File: config.mk
export PLATFORM = sky130hd
export DESIGN_NAME = transmit_source_select_mux
export DESIGN_NICKNAME = d
export VERILOG_FILES = /design/src/hdl/txsel_pkg.sv /design/src/hdl/txsel_pin_sync.sv /design/src/hdl/txsel_driver_stage.sv /design/src/hdl/transmit_source_select_mux.sv
export VERILOG_INCLUDE_DIRS = /design/src /design/src/hdl
export SDC_FILE = /design/constraint.sdc
export NUM_CORES = 1
export LEC_CHECK = 0
export ABC_AREA = 1
export BUFFER_PORTS_ARGS = -buffer_cell sky130_fd_sc_hd__buf_2
export CAP_MARGIN = 15
export CORE_UTILIZATION = 45
export CTS_BUF_LIST = sky130_fd_sc_hd__clkbuf_8
export DETAILED_ROUTE_END_ITERATION = 8
export GPL_TIMING_DRIVEN = 1
export MAX_ROUTING_LAYER = met4
export PLACE_DENSITY = 0.78
export SETUP_SLACK_MARGIN = 0.4
export SLEW_MARGIN = 20
export SYNTH_ARGS = -nofsm -noshare
export SYNTH_HDL_FRONTEND = slang
export SYNTH_HIERARCHICAL = 1
export SYNTH_SLANG_ARGS = --single-unit
File: constraint.sdc
create_clock -name core_clk -period 1.44 [get_ports core_clk]
set_input_delay 0.144 -clock core_clk [delete_from_list [all_inputs] [get_ports core_clk]]
set_output_delay 0.144 -clock core_clk [all_outputs]
set_load 0.1 [all_outputs]
File: src/hdl/txsel_cfg.svh
// offsets, field positions and reset values of the transmit source selector
`ifndef TXSEL_CFG_SVH
`define TXSEL_CFG_SVH
`define TXSEL_ADDR_W 8
`define TXSEL_SOURCE_OFFSET 8'h16
`define TXSEL_DRIVER_CTRL_OFFSET 8'h20
`define TXSEL_TEST_SELECT_OFFSET 8'h24
`define TXSEL_SOURCE_RESET 8'h10
`define TXSEL_DRIVER_CTRL_RESET 8'h00
`define TXSEL_TEST_SELECT_RESET 8'h00
`define TXSEL_SOURCE_WMASK 8'h3F
`define TXSEL_DRV_LSB 4
`define TXSEL_DRV_MSB 5
`define TXSEL_SIG_LSB 0
`define TXSEL_SIG_MSB 3
`define TXSEL_CTRL_D1_EN 0
`define TXSEL_CTRL_D2_EN 1
`define TXSEL_CTRL_D1_INV_OFF 4
`define TXSEL_CTRL_D2_INV_OFF 5
`define TXSEL_CTRL_D1_INV_ON 6
`define TXSEL_CTRL_D2_INV_ON 7
`define TXSEL_CTRL_SOFT_PD 3
`define TXSEL_TEST_BIT_LSB 0
`define TXSEL_TEST_BIT_MSB 2
`endif

File: src/hdl/txsel_pkg.sv
// types of the transmit source selector
`default_nettype none
package txsel_pkg;
   typedef enum logic [1:0] {
      DRV_TRISTATE = 2'h0,
      DRV_CODER = 2'h1,
      DRV_SIGNAL_IN = 2'h2,
      DRV_HIGH = 2'h3
   } driver_source_e;
   typedef enum logic [3:0] {
      SO_TRISTATE = 4'h0, SO_LOW = 4'h1, SO_HIGH = 4'h2, SO_TEST_BUS = 4'h3,
      SO_CODER_ENV = 4'h4, SO_TX_STREAM = 4'h5, SO_RX_REGEN = 4'h6, SO_RX_STREAM = 4'h7,
      SO_B_RX = 4'h8, SO_B_TX = 4'h9, SO_B_COMPARATOR = 4'hA, SO_B_RESERVED = 4'hB,
      SO_A_RX_CARRIER = 4'hC, SO_A_TX_CARRIER = 4'hD, SO_A_RX_UNFILTERED = 4'hE, SO_A_RX_ENVELOPE = 4'hF
   } signal_out_source_e;
endpackage
`default_nettype wire

File: src/hdl/txsel_pin_sync.sv
// two flip-flop synchroniser for a bundle of pin inputs
`default_nettype none
module txsel_pin_sync #(
   parameter int WIDTH = 1
) (
   input wire logic core_clk,
   input wire logic resetn,
   input wire logic [WIDTH-1:0] pin_in,
   output logic [WIDTH-1:0] pin_sync
);
   if (WIDTH < 1)
   begin : g_width_check
      $error("width must be at least one");
   end
   logic [WIDTH-1:0] stage_reg;
   logic [WIDTH-1:0] sync_reg;
   logic [WIDTH-1:0] stage_next;
   logic [WIDTH-1:0] sync_next;
   always_comb
   begin
      stage_next = pin_in;
      sync_next = stage_reg;
   end
   always_ff @(posedge core_clk or negedge resetn)
   begin
      if (!resetn)
      begin
         stage_reg <= '0;
         sync_reg <= '0;
      end
      else
      begin
         stage_reg <= stage_next;
         sync_reg <= sync_next;
      end
   end
   assign pin_sync = sync_reg;
endmodule
`default_nettype wire

File: src/hdl/txsel_driver_stage.sv
// one antenna driver: source pick, inversion and enable
`default_nettype none
module txsel_driver_stage (
   input wire logic core_clk,
   input wire logic resetn,
   input wire logic [1:0] driver_source,
   input wire logic coder_env,
   input wire logic signal_in_env,
   input wire logic driver_enable,
   input wire logic invert_when_on,
   input wire logic invert_when_off,
   output logic drive_out,
   output logic drive_oe
);
   logic out_reg;
   logic oe_reg;
   logic out_next;
   logic oe_next;
   logic raw;
   logic invert;
   always_comb
   begin
      raw = 1'b0;
      case (txsel_pkg::driver_source_e'(driver_source))
         txsel_pkg::DRV_CODER: raw = coder_env;
         txsel_pkg::DRV_SIGNAL_IN: raw = signal_in_env;
         txsel_pkg::DRV_HIGH: raw = 1'b1;
         default: raw = 1'b0;
      endcase
      // inversion applies also to the constant high code [RULE3]
      invert = driver_enable ? invert_when_on : invert_when_off; // [RULE15]
      out_next = raw ^ invert;
      // tristate only by the tristate code, also in soft power-down [RULE2]
      oe_next = (driver_source != 2'h0);
   end
   always_ff @(posedge core_clk or negedge resetn)
   begin
      if (!resetn)
      begin
         out_reg <= 1'b0;
         oe_reg <= 1'b1;
      end
      else
      begin
         out_reg <= out_next;
         oe_reg <= oe_next;
      end
   end
   assign drive_out = out_reg;
   assign drive_oe = oe_reg;
endmodule
`default_nettype wire

File: src/hdl/transmit_source_select_mux.sv
// transmit source selector with its wishbone register file
// How it works
// (RULE1) bits 5:4 pick shared antenna driver source
// (RULE2) soft power-down tristates drivers only on 00
// (RULE3) constant high follows each driver's inversion bits
// (RULE4) signal-out codes 0000 float, 0001 low, 0010 high
// (RULE5) code 0011 outputs selected test-bus line
// (RULE6) 0100 coder envelope, 0101 transmit bit stream
// (RULE7) 0110 regenerated delayed card modulation
// (RULE8) 0111 decoded received serial stream
// (RULE9) 1000-1010 second family secure signals, 1011 reserved
// (RULE10) 1100-1111 type-A secure signals with carrier
// (RULE11) software enters receive mode before using receive outputs
// (RULE12) software avoids 0110/0111 in type-A card mode
// (RULE13) bits 7:6 read zero, select nothing
// (RULE14) register at 16h, resets to 10h
// (RULE15) driver inversion bit chosen by enable state
// (RULE16) new selection acts from next clock cycle
`include "txsel_cfg.svh"
`default_nettype none
module transmit_source_select_mux #(
   parameter int TEST_BUS_W = 8
) (
   input wire logic core_clk,
   input wire logic resetn,
   input wire logic wb_cyc_i,
   input wire logic wb_stb_i,
   input wire logic wb_we_i,
   input wire logic [7:0] wb_adr_i,
   input wire logic [31:0] wb_dat_i,
   input wire logic [3:0] wb_sel_i,
   output logic [31:0] wb_dat_o,
   output logic wb_ack_o,
   input wire logic signal_in_pin,
   input wire logic coder_envelope,
   input wire logic tx_bit_stream,
   input wire logic rx_regenerated,
   input wire logic rx_bit_stream,
   input wire logic [TEST_BUS_W-1:0] test_bus,
   input wire logic b_sam_rx,
   input wire logic b_sam_tx,
   input wire logic b_sam_comparator,
   input wire logic a_sam_rx_carrier,
   input wire logic a_sam_tx_carrier,
   input wire logic a_sam_rx_unfiltered,
   input wire logic a_sam_rx_envelope,
   output logic antenna_driver_one,
   output logic antenna_driver_one_oe,
   output logic antenna_driver_two,
   output logic antenna_driver_two_oe,
   output logic signal_out_pin,
   output logic signal_out_pin_oe
);
   if (TEST_BUS_W < 1 || TEST_BUS_W > 8)
   begin : g_width_check
      $error("test bus width must be 1 to 8");
   end

   function automatic logic hit(input logic [7:0] adr, input logic [7:0] offs);
      hit = (adr[7:2] == offs[7:2]);
   endfunction

   logic [7:0] source_reg;
   logic [7:0] source_next;
   logic [7:0] ctrl_reg;
   logic [7:0] ctrl_next;
   logic [7:0] test_reg;
   logic [7:0] test_next;
   logic ack_reg;
   logic ack_next;
   logic [31:0] rdata_reg;
   logic [31:0] rdata_next;
   logic sig_reg;
   logic sig_next;
   logic sig_oe_reg;
   logic sig_oe_next;
   logic sig_in_sync;
   logic req;
   logic wr;
   logic [2:0] test_bit;

   txsel_pin_sync #(.WIDTH(1)) u_sig_in_sync (
      .core_clk(core_clk),
      .resetn(resetn),
      .pin_in(signal_in_pin),
      .pin_sync(sig_in_sync)
   );

   // register file: one word answer per request, ack one cycle after strobe
   always_comb
   begin
      req = wb_cyc_i && wb_stb_i && !ack_reg;
      wr = req && wb_we_i && wb_sel_i[0];
      source_next = source_reg;
      ctrl_next = ctrl_reg;
      test_next = test_reg;
      if (wr && hit(wb_adr_i, `TXSEL_SOURCE_OFFSET))
         source_next = wb_dat_i[7:0] & `TXSEL_SOURCE_WMASK; // [RULE13] [RULE16]
      if (wr && hit(wb_adr_i, `TXSEL_DRIVER_CTRL_OFFSET))
         ctrl_next = wb_dat_i[7:0];
      if (wr && hit(wb_adr_i, `TXSEL_TEST_SELECT_OFFSET))
         test_next = wb_dat_i[7:0];
      ack_next = req;
      rdata_next = rdata_reg;
      if (req && !wb_we_i)
      begin
         if (hit(wb_adr_i, `TXSEL_SOURCE_OFFSET))
            rdata_next = {24'h000000, source_reg}; // [RULE13]
         else if (hit(wb_adr_i, `TXSEL_DRIVER_CTRL_OFFSET))
            rdata_next = {24'h000000, ctrl_reg};
         else if (hit(wb_adr_i, `TXSEL_TEST_SELECT_OFFSET))
            rdata_next = {24'h000000, test_reg};
         else
            rdata_next = 32'h00000000;
      end
   end

   always_ff @(posedge core_clk or negedge resetn)
   begin
      if (!resetn)
      begin
         source_reg <= `TXSEL_SOURCE_RESET; // [RULE14]
         ctrl_reg <= `TXSEL_DRIVER_CTRL_RESET;
         test_reg <= `TXSEL_TEST_SELECT_RESET;
         ack_reg <= 1'b0;
         rdata_reg <= 32'h00000000;
      end
      else
      begin
         source_reg <= source_next;
         ctrl_reg <= ctrl_next;
         test_reg <= test_next;
         ack_reg <= ack_next;
         rdata_reg <= rdata_next;
      end
   end

   assign wb_ack_o = ack_reg;
   assign wb_dat_o = rdata_reg;

   // antenna drivers share one source [RULE1]
   txsel_driver_stage u_driver_one (
      .core_clk(core_clk),
      .resetn(resetn),
      .driver_source(source_reg[`TXSEL_DRV_MSB:`TXSEL_DRV_LSB]),
      .coder_env(coder_envelope),
      .signal_in_env(sig_in_sync),
      .driver_enable(ctrl_reg[`TXSEL_CTRL_D1_EN]),
      .invert_when_on(ctrl_reg[`TXSEL_CTRL_D1_INV_ON]),
      .invert_when_off(ctrl_reg[`TXSEL_CTRL_D1_INV_OFF]),
      .drive_out(antenna_driver_one),
      .drive_oe(antenna_driver_one_oe)
   );

   txsel_driver_stage u_driver_two (
      .core_clk(core_clk),
      .resetn(resetn),
      .driver_source(source_reg[`TXSEL_DRV_MSB:`TXSEL_DRV_LSB]),
      .coder_env(coder_envelope),
      .signal_in_env(sig_in_sync),
      .driver_enable(ctrl_reg[`TXSEL_CTRL_D2_EN]),
      .invert_when_on(ctrl_reg[`TXSEL_CTRL_D2_INV_ON]),
      .invert_when_off(ctrl_reg[`TXSEL_CTRL_D2_INV_OFF]),
      .drive_out(antenna_driver_two),
      .drive_oe(antenna_driver_two_oe)
   );

   // signal-out pin multiplexer
   always_comb
   begin
      test_bit = test_reg[`TXSEL_TEST_BIT_MSB:`TXSEL_TEST_BIT_LSB];
      sig_next = 1'b0;
      sig_oe_next = 1'b1;
      case (txsel_pkg::signal_out_source_e'(source_reg[`TXSEL_SIG_MSB:`TXSEL_SIG_LSB]))
         txsel_pkg::SO_TRISTATE: sig_oe_next = 1'b0; // [RULE4]
         txsel_pkg::SO_LOW: sig_next = 1'b0; // [RULE4]
         txsel_pkg::SO_HIGH: sig_next = 1'b1; // [RULE4]
         txsel_pkg::SO_TEST_BUS: sig_next = (32'(test_bit) < TEST_BUS_W) ? test_bus[test_bit] : 1'b0; // [RULE5]
         txsel_pkg::SO_CODER_ENV: sig_next = coder_envelope; // [RULE6]
         txsel_pkg::SO_TX_STREAM: sig_next = tx_bit_stream; // [RULE6]
         txsel_pkg::SO_RX_REGEN: sig_next = rx_regenerated; // [RULE7]
         txsel_pkg::SO_RX_STREAM: sig_next = rx_bit_stream; // [RULE8]
         txsel_pkg::SO_B_RX: sig_next = b_sam_rx; // [RULE9]
         txsel_pkg::SO_B_TX: sig_next = b_sam_tx; // [RULE9]
         txsel_pkg::SO_B_COMPARATOR: sig_next = b_sam_comparator; // [RULE9]
         txsel_pkg::SO_B_RESERVED: sig_next = 1'b0; // [RULE9]
         txsel_pkg::SO_A_RX_CARRIER: sig_next = a_sam_rx_carrier; // [RULE10]
         txsel_pkg::SO_A_TX_CARRIER: sig_next = a_sam_tx_carrier; // [RULE10]
         txsel_pkg::SO_A_RX_UNFILTERED: sig_next = a_sam_rx_unfiltered; // [RULE10]
         txsel_pkg::SO_A_RX_ENVELOPE: sig_next = a_sam_rx_envelope; // [RULE10]
         default: sig_next = 1'b0;
      endcase
   end

   always_ff @(posedge core_clk or negedge resetn)
   begin
      if (!resetn)
      begin
         sig_reg <= 1'b0;
         sig_oe_reg <= 1'b0;
      end
      else
      begin
         sig_reg <= sig_next;
         sig_oe_reg <= sig_oe_next;
      end
   end

   assign signal_out_pin = sig_reg;
   assign signal_out_pin_oe = sig_oe_reg;

   // field views for the checks; sampled reset in antecedents skips the release edge
   logic [3:0] sig_code;
   logic [1:0] drv_code;
   assign sig_code = source_reg[`TXSEL_SIG_MSB:`TXSEL_SIG_LSB];
   assign drv_code = source_reg[`TXSEL_DRV_MSB:`TXSEL_DRV_LSB];

   a_reserved_zero: assert property (@(posedge core_clk) disable iff (!resetn) // [RULE13]
      source_reg[7:6] == 2'h0)
      else $error("reserved source bits not zero");

   a_source_write_next: assert property (@(posedge core_clk) disable iff (!resetn) // [RULE16]
      (resetn && wr && hit(wb_adr_i, `TXSEL_SOURCE_OFFSET)) |=>
         source_reg == (8'($past(wb_dat_i)) & `TXSEL_SOURCE_WMASK))
      else $error("source write not taken next cycle");

   a_ack_one_cycle: assert property (@(posedge core_clk) disable iff (!resetn)
      wb_ack_o |=> !wb_ack_o)
      else $error("ack longer than one cycle");

   a_signal_out_pin_tristate: assert property (@(posedge core_clk) disable iff (!resetn) // [RULE4]
      (resetn && sig_code == 4'h0) |=> !signal_out_pin_oe)
      else $error("signal out not floating on code 0");

   a_signal_out_pin_low: assert property (@(posedge core_clk) disable iff (!resetn) // [RULE4]
      (resetn && sig_code == 4'h1) |=> (!signal_out_pin && signal_out_pin_oe))
      else $error("signal out not low on code 1");

   a_signal_out_pin_high: assert property (@(posedge core_clk) disable iff (!resetn) // [RULE4]
      (resetn && sig_code == 4'h2) |=> (signal_out_pin && signal_out_pin_oe))
      else $error("signal out not high on code 2");

   a_signal_out_pin_coder: assert property (@(posedge core_clk) disable iff (!resetn) // [RULE6]
      (resetn && sig_code == 4'h4) |=> signal_out_pin == $past(coder_envelope))
      else $error("coder envelope not routed");

   a_signal_out_pin_txstream: assert property (@(posedge core_clk) disable iff (!resetn) // [RULE6]
      (resetn && sig_code == 4'h5) |=> signal_out_pin == $past(tx_bit_stream))
      else $error("transmit stream not routed");

   a_signal_out_pin_regen: assert property (@(posedge core_clk) disable iff (!resetn) // [RULE7]
      (resetn && sig_code == 4'h6) |=> signal_out_pin == $past(rx_regenerated))
      else $error("regenerated modulation not routed");

   a_signal_out_pin_rxstream: assert property (@(posedge core_clk) disable iff (!resetn) // [RULE8]
      (resetn && sig_code == 4'h7) |=> signal_out_pin == $past(rx_bit_stream))
      else $error("received stream not routed");

   a_signal_out_pin_brx: assert property (@(posedge core_clk) disable iff (!resetn) // [RULE9]
      (resetn && sig_code == 4'h8) |=> signal_out_pin == $past(b_sam_rx))
      else $error("second family receive not routed");

   a_signal_out_pin_btx: assert property (@(posedge core_clk) disable iff (!resetn) // [RULE9]
      (resetn && sig_code == 4'h9) |=> signal_out_pin == $past(b_sam_tx))
      else $error("second family transmit not routed");

   a_signal_out_pin_bcomp: assert property (@(posedge core_clk) disable iff (!resetn) // [RULE9]
      (resetn && sig_code == 4'hA) |=> signal_out_pin == $past(b_sam_comparator))
      else $error("comparator output not routed");

   a_signal_out_pin_reserved: assert property (@(posedge core_clk) disable iff (!resetn) // [RULE9]
      (resetn && sig_code == 4'hB) |=> (!signal_out_pin && signal_out_pin_oe))
      else $error("reserved code not driving low");

   a_signal_out_pin_acarrier: assert property (@(posedge core_clk) disable iff (!resetn) // [RULE10]
      (resetn && sig_code == 4'hC) |=> signal_out_pin == $past(a_sam_rx_carrier))
      else $error("type-A receive with carrier not routed");

   a_signal_out_pin_atx: assert property (@(posedge core_clk) disable iff (!resetn) // [RULE10]
      (resetn && sig_code == 4'hD) |=> signal_out_pin == $past(a_sam_tx_carrier))
      else $error("type-A transmit with carrier not routed");

   a_signal_out_pin_aunfilt: assert property (@(posedge core_clk) disable iff (!resetn) // [RULE10]
      (resetn && sig_code == 4'hE) |=> signal_out_pin == $past(a_sam_rx_unfiltered))
      else $error("type-A unfiltered receive not routed");

   a_signal_out_pin_arx: assert property (@(posedge core_clk) disable iff (!resetn) // [RULE10]
      (resetn && sig_code == 4'hF) |=> signal_out_pin == $past(a_sam_rx_envelope))
      else $error("type-A envelope not routed");

   a_driver_float: assert property (@(posedge core_clk) disable iff (!resetn) // [RULE2]
      (resetn && drv_code == 2'h0) |=> !antenna_driver_one_oe && !antenna_driver_two_oe)
      else $error("drivers not floating on tristate code");

   a_driver_driven: assert property (@(posedge core_clk) disable iff (!resetn) // [RULE2]
      (resetn && drv_code != 2'h0) |=> antenna_driver_one_oe && antenna_driver_two_oe)
      else $error("drivers floating on a driven code");

   a_driver_high: assert property (@(posedge core_clk) disable iff (!resetn) // [RULE3]
      (resetn && drv_code == 2'h3) |=> antenna_driver_one ==
         !($past(ctrl_reg[0]) ? $past(ctrl_reg[6]) : $past(ctrl_reg[4])))
      else $error("driver one high level wrong");

   a_driver_coder: assert property (@(posedge core_clk) disable iff (!resetn) // [RULE1]
      (resetn && drv_code == 2'h1) |=> antenna_driver_two ==
         ($past(coder_envelope) ^ ($past(ctrl_reg[1]) ? $past(ctrl_reg[7]) : $past(ctrl_reg[5]))))
      else $error("driver two coder source wrong");

   a_driver_signal_in_pin: assert property (@(posedge core_clk) disable iff (!resetn) // [RULE1]
      (resetn && drv_code == 2'h2) |=> antenna_driver_one ==
         ($past(sig_in_sync) ^ ($past(ctrl_reg[0]) ? $past(ctrl_reg[6]) : $past(ctrl_reg[4]))))
      else $error("driver one signal-in source wrong");
endmodule
`default_nettype wire

-- Word-level counts from Yosys, hierarchy flattened
Cells that the tools add are included.
- equality and inequality tests: 19
- reduce and logical (&&, ||, !) cells: 12
- bitwise gates (word level): 2
- multiplexer cells: 10
- $lt $le $gt $ge: 1
- operators by type and width (cell ; number):
    4-bit == test, second input constant ; 7
    8-bit two-way mux ; 3
    4-bit by 3-bit == test with 1-bit output, second input constant ; 4
    1-bit case mux with 13 select lines ; 1
    6-bit by 4-bit == test with 1-bit output, second input constant ; 2
    4-bit by 2-bit == test with 1-bit output, second input constant ; 2
    1-bit logical AND ; 8
    6-bit by 3-bit == test with 1-bit output, second input constant ; 1
    2-bit == test, second input constant ; 2
    4-bit zero test ; 1
    3-bit by 4-bit < comparator with 1-bit output, second input constant ; 1
    1-bit two-way mux ; 4
    1-bit binary-select mux with 3-bit select ; 1
    1-bit case mux with 3 select lines ; 1
    2-bit by 1-bit == test with 1-bit output, second input constant ; 1
    1-bit zero test ; 2
    2-bit nonzero test ; 1
    1-bit bitwise XOR ; 2
- register bits: 62
- bits of input ports: 69

-- Depth between registers and ports, before layout
Gate-level depths: netlist (run 1).
- depth after elaboration: 5
- gate-level depth with buffers: 8

-- By module
The synthesis (run 1) kept the hierarchy.
- modules (own cells, without submodules) (module ; cells each ; area each (µm²) ; instances ; seq. area each (µm²)):
    transmit_source_select_mux ; 248 ; 2013.2 ; 1 ; 827.0
    txsel_driver_stage ; 21 ; 130.1 ; 2 ; 51.3
    txsel_pin_sync ; 2 ; 50.0 ; 1 ; 50.0

-- Worst setup path after synthesis (run 1)
OpenSTA, ideal clock, no wires.
- path type: register -> register
- from: reg ack_reg (netlist: wb_ack_o)
- to: reg test_reg[5]
- slack: -0.283 ns
- period minus slack after synthesis: 1.723 ns
- cell stages (with the launch flop): 8
- required time: 1.320 ns
- arrival time: 1.603 ns
- setup time: 0.120 ns
- path buffers: 1
- path through: dfrtp_1 > nor2_2 > inv_1 > nor2_4 > nand3_4 > buf_6 > nand2_1 > o21ai_2
- cells in the longest elaborated chain, start to end: 5
- ends and longest elaborated chain (what ; line ; source):
    from (decl) ; transmit_source_select_mux.sv:69 ; logic ack_reg;
    from (signal assigned) ; transmit_source_select_mux.sv:133 ; ack_reg <= ack_next;
    1-bit zero test ; transmit_source_select_mux.sv:92 ; req = wb_cyc_i && wb_stb_i && !ack_reg;
    1-bit logical AND ; transmit_source_select_mux.sv:92 ;
    named net ack_next ; transmit_source_select_mux.sv:70 ; logic ack_next;
    1-bit logical AND (2 in a row) ; transmit_source_select_mux.sv:93 ; wr = req && wb_we_i && wb_sel_i[0];
    1-bit logical AND ; transmit_source_select_mux.sv:101 ; if (wr && hit(wb_adr_i, `TXSEL_TEST_SELECT_OFFSET))
    to (signal assigned) ; transmit_source_select_mux.sv:124 ; test_reg <= `TXSEL_TEST_SELECT_RESET;
    to (signal assigned) ; transmit_source_select_mux.sv:132 ; test_reg <= test_next;
    to (decl) ; transmit_source_select_mux.sv:67 ; logic [7:0] test_reg;
The timed path passes the listed nets, and every way through them passes these cells.
A chain may end at the register's enable or synchronous reset.

-- Worst setup path after layout (run 1)
- from: reg ack_reg (netlist: wb_ack_o)
- to: reg test_reg[6]
The elaborated chain is that of the path after synthesis.

==> results of run 1 <==
## final timing paths
kind | end | depth (start not counted) | slack [ns]
setup / recovery | test_reg[6] | 7 | 0.08
hold / removal | test_reg[6] | 3 | 0.11
setup reg to reg | test_reg[6] | 7 | 0.08
hold reg to reg | u_sig_in_sync/pin_sync | 0 | 0.36
max in group asynchronous | wb_dat_o[5] | 3 | 0.51
min in group asynchronous | source_reg[3] | 2 | 0.38
## critical path: stages, from the launching register on
cell and delay, ns:
dfrtp_4 0.49, nor2_4 0.10, inv_2 0.05, nor2_4 0.16
buf_6 0.13, nand3_4 0.16, nand2_2 0.12, o21ai_2 0.05
## routing by layer
metal  vias to the layer above  track usage, %  share of wire (%)
met2                       100            37.6                 52
met5                         -               -                  0
met1                      1006            25.3                 41
li1                       1051               -                  -
met4                         0            8.76                1.2
met3                         9            3.16                5.8
## area by class of cell
type	count	area share, %
clock buffer	5	2.10
clock inverter	3	1.45
inverter	38	4.51
multi-input combinational	210	37.6
sequential	39	30.5
tap	67	2.56
timing repair buffer	81	21.3
## per-stage QoR
step / power (mW) / area (µm²) / std cells / worst slack (ns) / hold WS (ns)
3_3_place_gp: 1.76 / 2620 / 412 / 0.0538 / 0.163
3_5_place_dp: 1.77 / 2620 / 412 / 0.0327 / 0.176
5_1_grt: 2.88 / 3270 / 443 / 0.0114 / 0.138
4_1_cts: 2.76 / 3040 / 432 / 0.0796 / 0.130
2_1_floorplan: 1.69 / 2440 / 315 / 0.00340 / -0.152
6_report: 2.77 / 3270 / 443 / 0.0762 / 0.113
## layout by cell type, fill, tap and decap left out, types with 5 or more instances in the layout
master	n
conb_1	24
nor2_4	6
nand2_2	16
dfrtp_2	11
nand4_1	6
buf_12	11
dfrtp_1	24
nand2_1	68
buf_2	41
buf_4	16
nand3_2	5
buf_6	9
o21ai_2	23
clkbuf_8	5
inv_1	33
nand3_1	35
nand2_4	10
## where the power goes
part	internal [mW]	total [mW]	leakage, nW	switching, mW
Clock	0.525	0.939	0.0587	0.414
Combinational	0.150	0.675	1.05	0.525
Sequential	1.13	1.16	0.506	0.0318
## logic make-up after synthesis
kind of cell | count (synthesis) | share of synthesized area [%]
flip-flops | 39 | 42.2
buffers and inverters | 69 | 16.5
AND/OR/NAND/NOR | 156 | 31.8
AO/OA/AOI/OAI | 27 | 9.37
other | 1 | 0.161
## timing repair
item                                    4_1_cts  5_1_grt
endpoints found under the setup margin       46       46
hold buffers                                  2        0
gates resized for setup                      55       45
pin swaps                                     5        7
setup buffers                                 8       10
cloned                                        2        1
hold endpoints to repair                     21        0
==> flow_summary.json, run 1 <==
{
  "status": "finished, final reports clean",
  "yosys.cell_count.top_type": "nand2_1",
  "start_kind": "register",
  "cts_buffer_depth": 2,
  "hpwl_um": 3550,
  "cts_root_buffer": "clkbuf_8",
  "cap_violations": 0,
  "fin_nets": 444,
  "synth.area.top_cells": "dfrtp_1, nand2_1, o21ai_2",
  "worst_pin_slew_ns": 0.579,
  "grt_max_degree": 26,
  "fp.dieW_um": 73.9,
  "drcViolationCount": 0,
  "min-delay-start": "wb_dat_i[6]",
  "port_buffers": 54,
  "overflow": 0,
  "drv_slew": 0,
  "via_per_inst": 4.89,
  "seq_area_um2": 997,
  "diodes": 0,
  "io-pin-count": 108,
  "cts_tree": "built",
  "synth-edff-count": 0,
  "start_util_pct": 47.9,
  "max_slew_margin_pct": 61.4,
  "dr.first_iter.drc_count": 109,
  "die_h_um": 73.9,
  "clock_sinks": 39,
  "synth_seq_cells": 39,
  "final_util_pct": 67.5,
  "clk_pin_slew_ns": 0.08,
  "skew_ns": 0.0111,
  "arrival_ns": 1.55,
  "path_class": "reg -> reg",
  "ys_async_sr_fraction_pct": 100,
  "ys.flop_type": "dfrtp_1",
  "yosysSeqAreaShare_pct": 42.2,
  "hold_path.class": "in -> reg",
  "grt_pass1_vias": 1990,
  "row_count": 25,
  "startpoint": "wb_ack_o",
  "clock.fmax_mhz": 733,
  "grt_setup_unrepaired": "true",
  "clk_latency_ns": 0.30,
  "required_ns": 1.63,
  "cts_buffers": 5,
  "ys_top_cells_by_count": "nand2_1, inv_1, dfrtp_1, nand3_1, buf_4",
  "drive_gt1_share_pct": 46.0,
  "syn-cell-area_mm2": 0.00232,
  "num_vias": 2166,
  "r2r-start": "wb_ack_o",
  "timing.final.crit_share_pct": 94.7,
  "ys.warnings.count": 6,
  "yosys.area.top_type_share_pct": 38.8,
  "period_needed_ns": 1.36,
  "syn_inst": 292,
  "setup-violations-final": 0,
  "cp-end-kind": "register",
  "path_max_fanout": 8,
  "grt_pass1_wl_um": 8650,
  "ant_nets": 0,
  "power_density_mw_per_mm2": 847,
  "coreArea_mm2": 0.00485,
  "routabilityCongestion": 0.783,
  "ir_worst_vdd_uv": 522,
  "detail_route.first_pass.iterations": 6,
  "wl_per_cell_um": 12.9,
  "antenna_found_initial": 0,
  "synth_top_cell_by_area": "dfrtp_1",
  "hold_viol_final": 0,
  "ys_types": 23,
  "dieArea_mm2": 0.00545,
  "multi_input_area_mm2": 0.00123,
  "p_leak_nw": 1.61,
  "syn_to_final_growth_pct": 40.9,
  "cts_max_level": 2,
  "tns_ns": 0,
  "wirelength_um": 5730,
  "num-fill-cells": 380,
  "syn_area_per_cell_um2": 7.96,
  "grt_usage_pct": 21.7
}
(Power assumes the default switching activity.)
==> run 2: changes to the inputs <==
Settings changed: MAX_ROUTING_LAYER met4 to not set.
Clock period 1.44 ns to 1.5 ns, I/O delays scaled along.
==> flow_summary.json, run 2 (same netlist as run 1, synthesis figures left out) <==
{
  "path_class": "reg -> reg",
  "grt_pass1_wl_um": 8620,
  "syn_to_final_growth_pct": 32.1,
  "required_ns": 1.68,
  "wirelength_um": 5440,
  "setup_slack_ns": 0.141,
  "stdcell_count": 434,
  "mostFrequentLayoutCell": "nand2_1",
  "clock_sinks": 39,
  "worst_pin_slew_ns": 0.616,
  "timing.final.crit_share_pct": 90.6,
  "final_util_pct": 63.3,
  "cp_slowest_cell": "dfrtp_4",
  "path_cells": "nor2_4 > inv_2 > nor2_4 > buf_12 > nand3_4 > nand2_1 > o21ai_2",
  "hpwl_um": 3620,
  "cap_violations": 0,
  "clock.fmax_mhz": 736,
  "pwr-share-seq_pct": 45.9,
  "grt_usage_pct": 21.3,
  "row_count": 25,
  "cp-end-kind": "register",
  "routabilityCongestion": 0.790,
  "grt_pass1_vias": 1917,
  "wl_per_cell_um": 12.5,
  "dr.first_iter.drc_count": 107,
  "hold_path.class": "in -> reg",
  "dieArea_mm2": 0.00545,
  "diodes": 0,
  "cts_buffer_depth": 2,
  "fin_nets": 435,
  "overflow": 0,
  "ant_nets": 0,
  "io-pin-count": 108,
  "via_per_inst": 4.75,
  "ff2ff_setup_slack_ns": 0.14,
  "tns_ns": 0,
  "p_sw_share_pct": 36.8,
  "antenna_found_initial": 0,
  "path_common_cell": "nor2_4",
  "drcViolationCount": 0,
  "drive_gt1_share_pct": 42.5,
  "num-fill-cells": 403,
  "cts_root_buffer": "clkbuf_8",
  "p_comb_share_pct": 26.1,
  "p_leak_nw": 1.54,
  "port_buffers": 54,
  "p_int_mw": 1.53,
  "start_kind": "register",
  "detail_route.first_pass.iterations": 4,
  "power_frac_clock_pct": 28.0,
  "setup-violations-final": 0,
  "cts_max_level": 2,
  "cts_tree": "built",
  "clk_latency_ns": 0.30,
  "critPathMaxStageDelay_ns": 0.49,
  "cp_top_family": "simple AND/OR/NAND/NOR gates",
  "power_density_mw_per_mm2": 788,
  "drv_slew": 0,
  "post-place-ws_ns": 0.0826,
  "start_util_pct": 47.9,
  "grt_max_degree": 29,
  "grt_setup_unrepaired": "true",
  "final_cell_mix": "nand2_1, buf_2, inv_1",
  "max_slew_margin_pct": 58.9,
  "status": "finished, final reports clean",
  "skew_ns": 0.00363,
  "cts_buffers": 5,
  "die_h_um": 73.9,
  "path_max_fanout": 8,
  "dp_cells": 412,
  "hold_viol_final": 0,
  "coreArea_mm2": 0.00485,
  "arrival_ns": 1.54,
  "clk_pin_slew_ns": 0.07,
  "num_vias": 2062,
  "ir_worst_vdd_uv": 388,
  "period_needed_ns": 1.36,
  "p_sw_uw": 889,
  "crit_buf_inv": 2,
  "hold-worst-slack_ns": 0.132,
  "fp.dieW_um": 73.9
}
[run 2: worst paths after layout]
check	endpoint	cells after the start	startpoint
max	test_reg[0]	7	wb_ack_o
min	test_reg[6]	3	wb_dat_i[6]
max reg2reg	test_reg[0]	7	wb_ack_o
min reg2reg	u_sig_in_sync/pin_sync	0	u_sig_in_sync/stage_reg
max in group asynchronous	wb_dat_o[3]	3	resetn
min in group asynchronous	wb_dat_o[7]	2	resetn
[run 2: worst reg2reg max path, cell delays in order (launching register included)]
cell and delay (ns):
dfrtp_4 0.49, nor2_4 0.10, inv_2 0.05, nor2_4 0.14
buf_12 0.13, nand3_4 0.16, nand2_1 0.12, o21ai_2 0.06
[run 2: per-stage QoR]
stage               area [µm²]  power [mW]
finish                    3070        2.42
global route              3070        2.51
CTS                       2950        2.41
detailed placement        2620        1.69
global placement          2620        1.69
floorplan                 2440        1.62
[run 2: layout make-up]
type	count	area, µm²	share of cell area, %
Clock inverter	3	12.5	0.407
Inverter	38	148	4.81
Tap cell	67	83.8	2.73
Sequential cell	39	995	32.4
Multi-Input combinational cell	209	1200	39.0
Timing Repair Buffer	73	567	18.5
Clock buffer	5	68.8	2.24
[run 2: power by group through the flow]
| stage | Sequential (mW) | Clock, mW | Combinational [mW] |
|---|---|---|---|
| 2_1_floorplan | 1.20 | 0 | 0.422 |
| 3_3_place_gp | 1.12 | 0 | 0.565 |
| 3_5_place_dp | 1.12 | 0 | 0.570 |
| 4_1_cts | 1.11 | 0.683 | 0.614 |
| 5_1_grt | 1.11 | 0.732 | 0.668 |
| 6_report | 1.11 | 0.676 | 0.631 |
[run 2: metal layers]
layer	part of all wire, %	track usage, %
met1	42	26.7
met2	50	36.4
met3	5.6	4.25
met4	2.7	7.26
met5	0	0
[run 2: repair_timing]
action / CTS / global route
gates cloned: 2 / 0
gates resized for setup: 47 / 29
hold buffers: 2 / 0
buffers inserted: 5 / 5
setup endpoints to repair: 40 / 39
endpoints found under the hold margin: 24 / 0
pin swaps: 3 / 7
==> run 3: changes to the inputs <==
Settings changed: RECOVER_POWER set to 100.
==> flow_summary.json, run 3 (same netlist as run 1, synthesis figures left out) <==
{
  "path_class": "reg -> reg",
  "start_kind": "register",
  "grt_pass1_vias": 1917,
  "dpl_cell_area_mm2": 0.00262,
  "wirelength_um": 5450,
  "row_count": 25,
  "grt_max_degree": 29,
  "drv_slew": 0,
  "clk_latency_ns": 0.29,
  "met1_usage_pct": 26.7,
  "hold_viol_final": 0,
  "overflow": 0,
  "port_buffers": 54,
  "grt_util_met2_pct": 36.4,
  "drive_gt1_share_pct": 37.3,
  "grt_pass1_wl_um": 8620,
  "start_util_pct": 47.9,
  "grt_setup_unrepaired": "true",
  "wl_per_cell_um": 12.5,
  "die_h_um": 73.9,
  "cts_tree": "built",
  "path_cells": "nor2_4 > inv_1 > nor2_4 > clkbuf_2 > nand2_4 > nand2_1 > o21ai_2",
  "tns_ns": 0,
  "hpwl_um": 3620,
  "io-pin-count": 108,
  "status": "finished, final reports clean",
  "critPathMaxStageDelay_ns": 0.49,
  "setup_slack_ns": 0.111,
  "path_max_fanout": 8,
  "grt.busiest_layer": "met2",
  "path_common_cell": "nor2_4",
  "skew_ns": 0.00378,
  "hold_path.class": "in -> reg",
  "cts_buffers": 5,
  "detail_route.first_pass.iterations": 4,
  "cts_max_level": 2,
  "required_ns": 1.69,
  "crit_buf_inv": 2,
  "cp-end-kind": "register",
  "max_slew_margin_pct": 54.8,
  "diodes": 0,
  "fin_area_mm2": 0.00289,
  "arrival_ns": 1.58,
  "worst_pin_slew_ns": 0.678,
  "p_leak_nw": 1.49,
  "setup-violations-final": 0,
  "period_needed_ns": 1.39,
  "cap_violations": 0,
  "num-fill-cells": 443,
  "timing.final.crit_share_pct": 92.6,
  "mostFrequentLayoutCell": "nand2_1",
  "ant_nets": 0,
  "cp_top_family": "flip-flops",
  "fp.dieW_um": 73.9,
  "hold-worst-slack_ns": 0.130,
  "antenna_found_initial": 0,
  "cp_slowest_cell": "dfrtp_4",
  "cts_root_buffer": "clkbuf_8",
  "grt_usage_pct": 21.3,
  "clock_sinks": 39,
  "clk_pin_slew_ns": 0.07,
  "via_per_inst": 4.76,
  "coreArea_mm2": 0.00485,
  "syn_to_final_growth_pct": 24.5,
  "fin_nets": 435,
  "dieArea_mm2": 0.00545,
  "power_density_mw_per_mm2": 826,
  "cts_buffer_depth": 2,
  "dr.first_iter.drc_count": 114,
  "num_vias": 2065,
  "post-place-ws_ns": 0.0826,
  "final_cell_mix": "nand2_1, buf_2, inv_1",
  "drcViolationCount": 0,
  "use_met3_pct": 4.25,
  "clock.fmax_mhz": 720,
  "routabilityCongestion": 0.790,
  "ir_worst_vdd_uv": 401
}
run 3: cell count changes in the layout (fill, tap and decap cells not counted), sizes merged:
| cell | previous run | this run |
|---|---|---|
| buf | 71 | 52 |
| inv | 40 | 39 |
| clkinvlp | 0 | 1 |
| clkbuf | 5 | 24 |
run 3: metal layers:
metal | up-vias | part of all wire, %
li1 | 1029 | -
met1 | 932 | 42
met2 | 89 | 49
met3 | 15 | 6.9
met4 | 0 | 2.8
met5 | - | 0
run 3: report_power, final:
part / internal (mW) / switching (mW)
Combinational: 0.113 / 0.493
Clock: 0.313 / 0.362
Sequential: 1.08 / 0.0261
Total: 1.51 / 0.881
run 3: what timing repair did:
item                       4_1_cts  5_1_grt
setup endpoints to repair       40       39
buffers inserted                 5        5
hold endpoints to repair        24        0
pin swaps                        3        7
gates cloned                     2        0
hold buffers                     2        0
gates resized for setup         47       29
run 3: worst paths after layout:
kind | slack (ns) | startpoint | to | cells past startpoint
max in group asynchronous | 0.34 | resetn | wb_dat_o[3] | 3
max | 0.11 | wb_ack_o | ctrl_reg[1] | 7
min in group asynchronous | 0.42 | resetn | wb_dat_o[7] | 2
min | 0.13 | wb_dat_i[6] | ctrl_reg[6] | 3
min reg2reg | 0.35 | u_sig_in_sync/stage_reg | u_sig_in_sync/pin_sync | 0
max reg2reg | 0.11 | wb_ack_o | ctrl_reg[1] | 7
run 3: worst reg2reg max path, cell delays in order (launching register included):
cell and delay [ns]:
dfrtp_4 0.49, nor2_4 0.09, inv_1 0.06, nor2_4 0.12, clkbuf_2 0.21, nand2_4 0.14
nand2_1 0.11, o21ai_2 0.06
run 3: layout make-up:
class | instances | area (µm²) | area share, %
Inverter | 38 | 146 | 5.06
Timing Repair Buffer | 73 | 440 | 15.2
Clock buffer | 5 | 68.8 | 2.38
Sequential cell | 39 | 993 | 34.3
Tap cell | 67 | 83.8 | 2.90
Multi-Input combinational cell | 209 | 1150 | 39.7
Clock inverter | 3 | 12.5 | 0.433
run 3: per-stage QoR:
step	util, %	cells	power, mW
CTS	60.8	429	2.41
finish	59.7	434	2.39
detailed placement	53.9	412	1.69
floorplan	-	315	1.62
global route	59.7	434	2.48
global placement	53.9	412	1.69
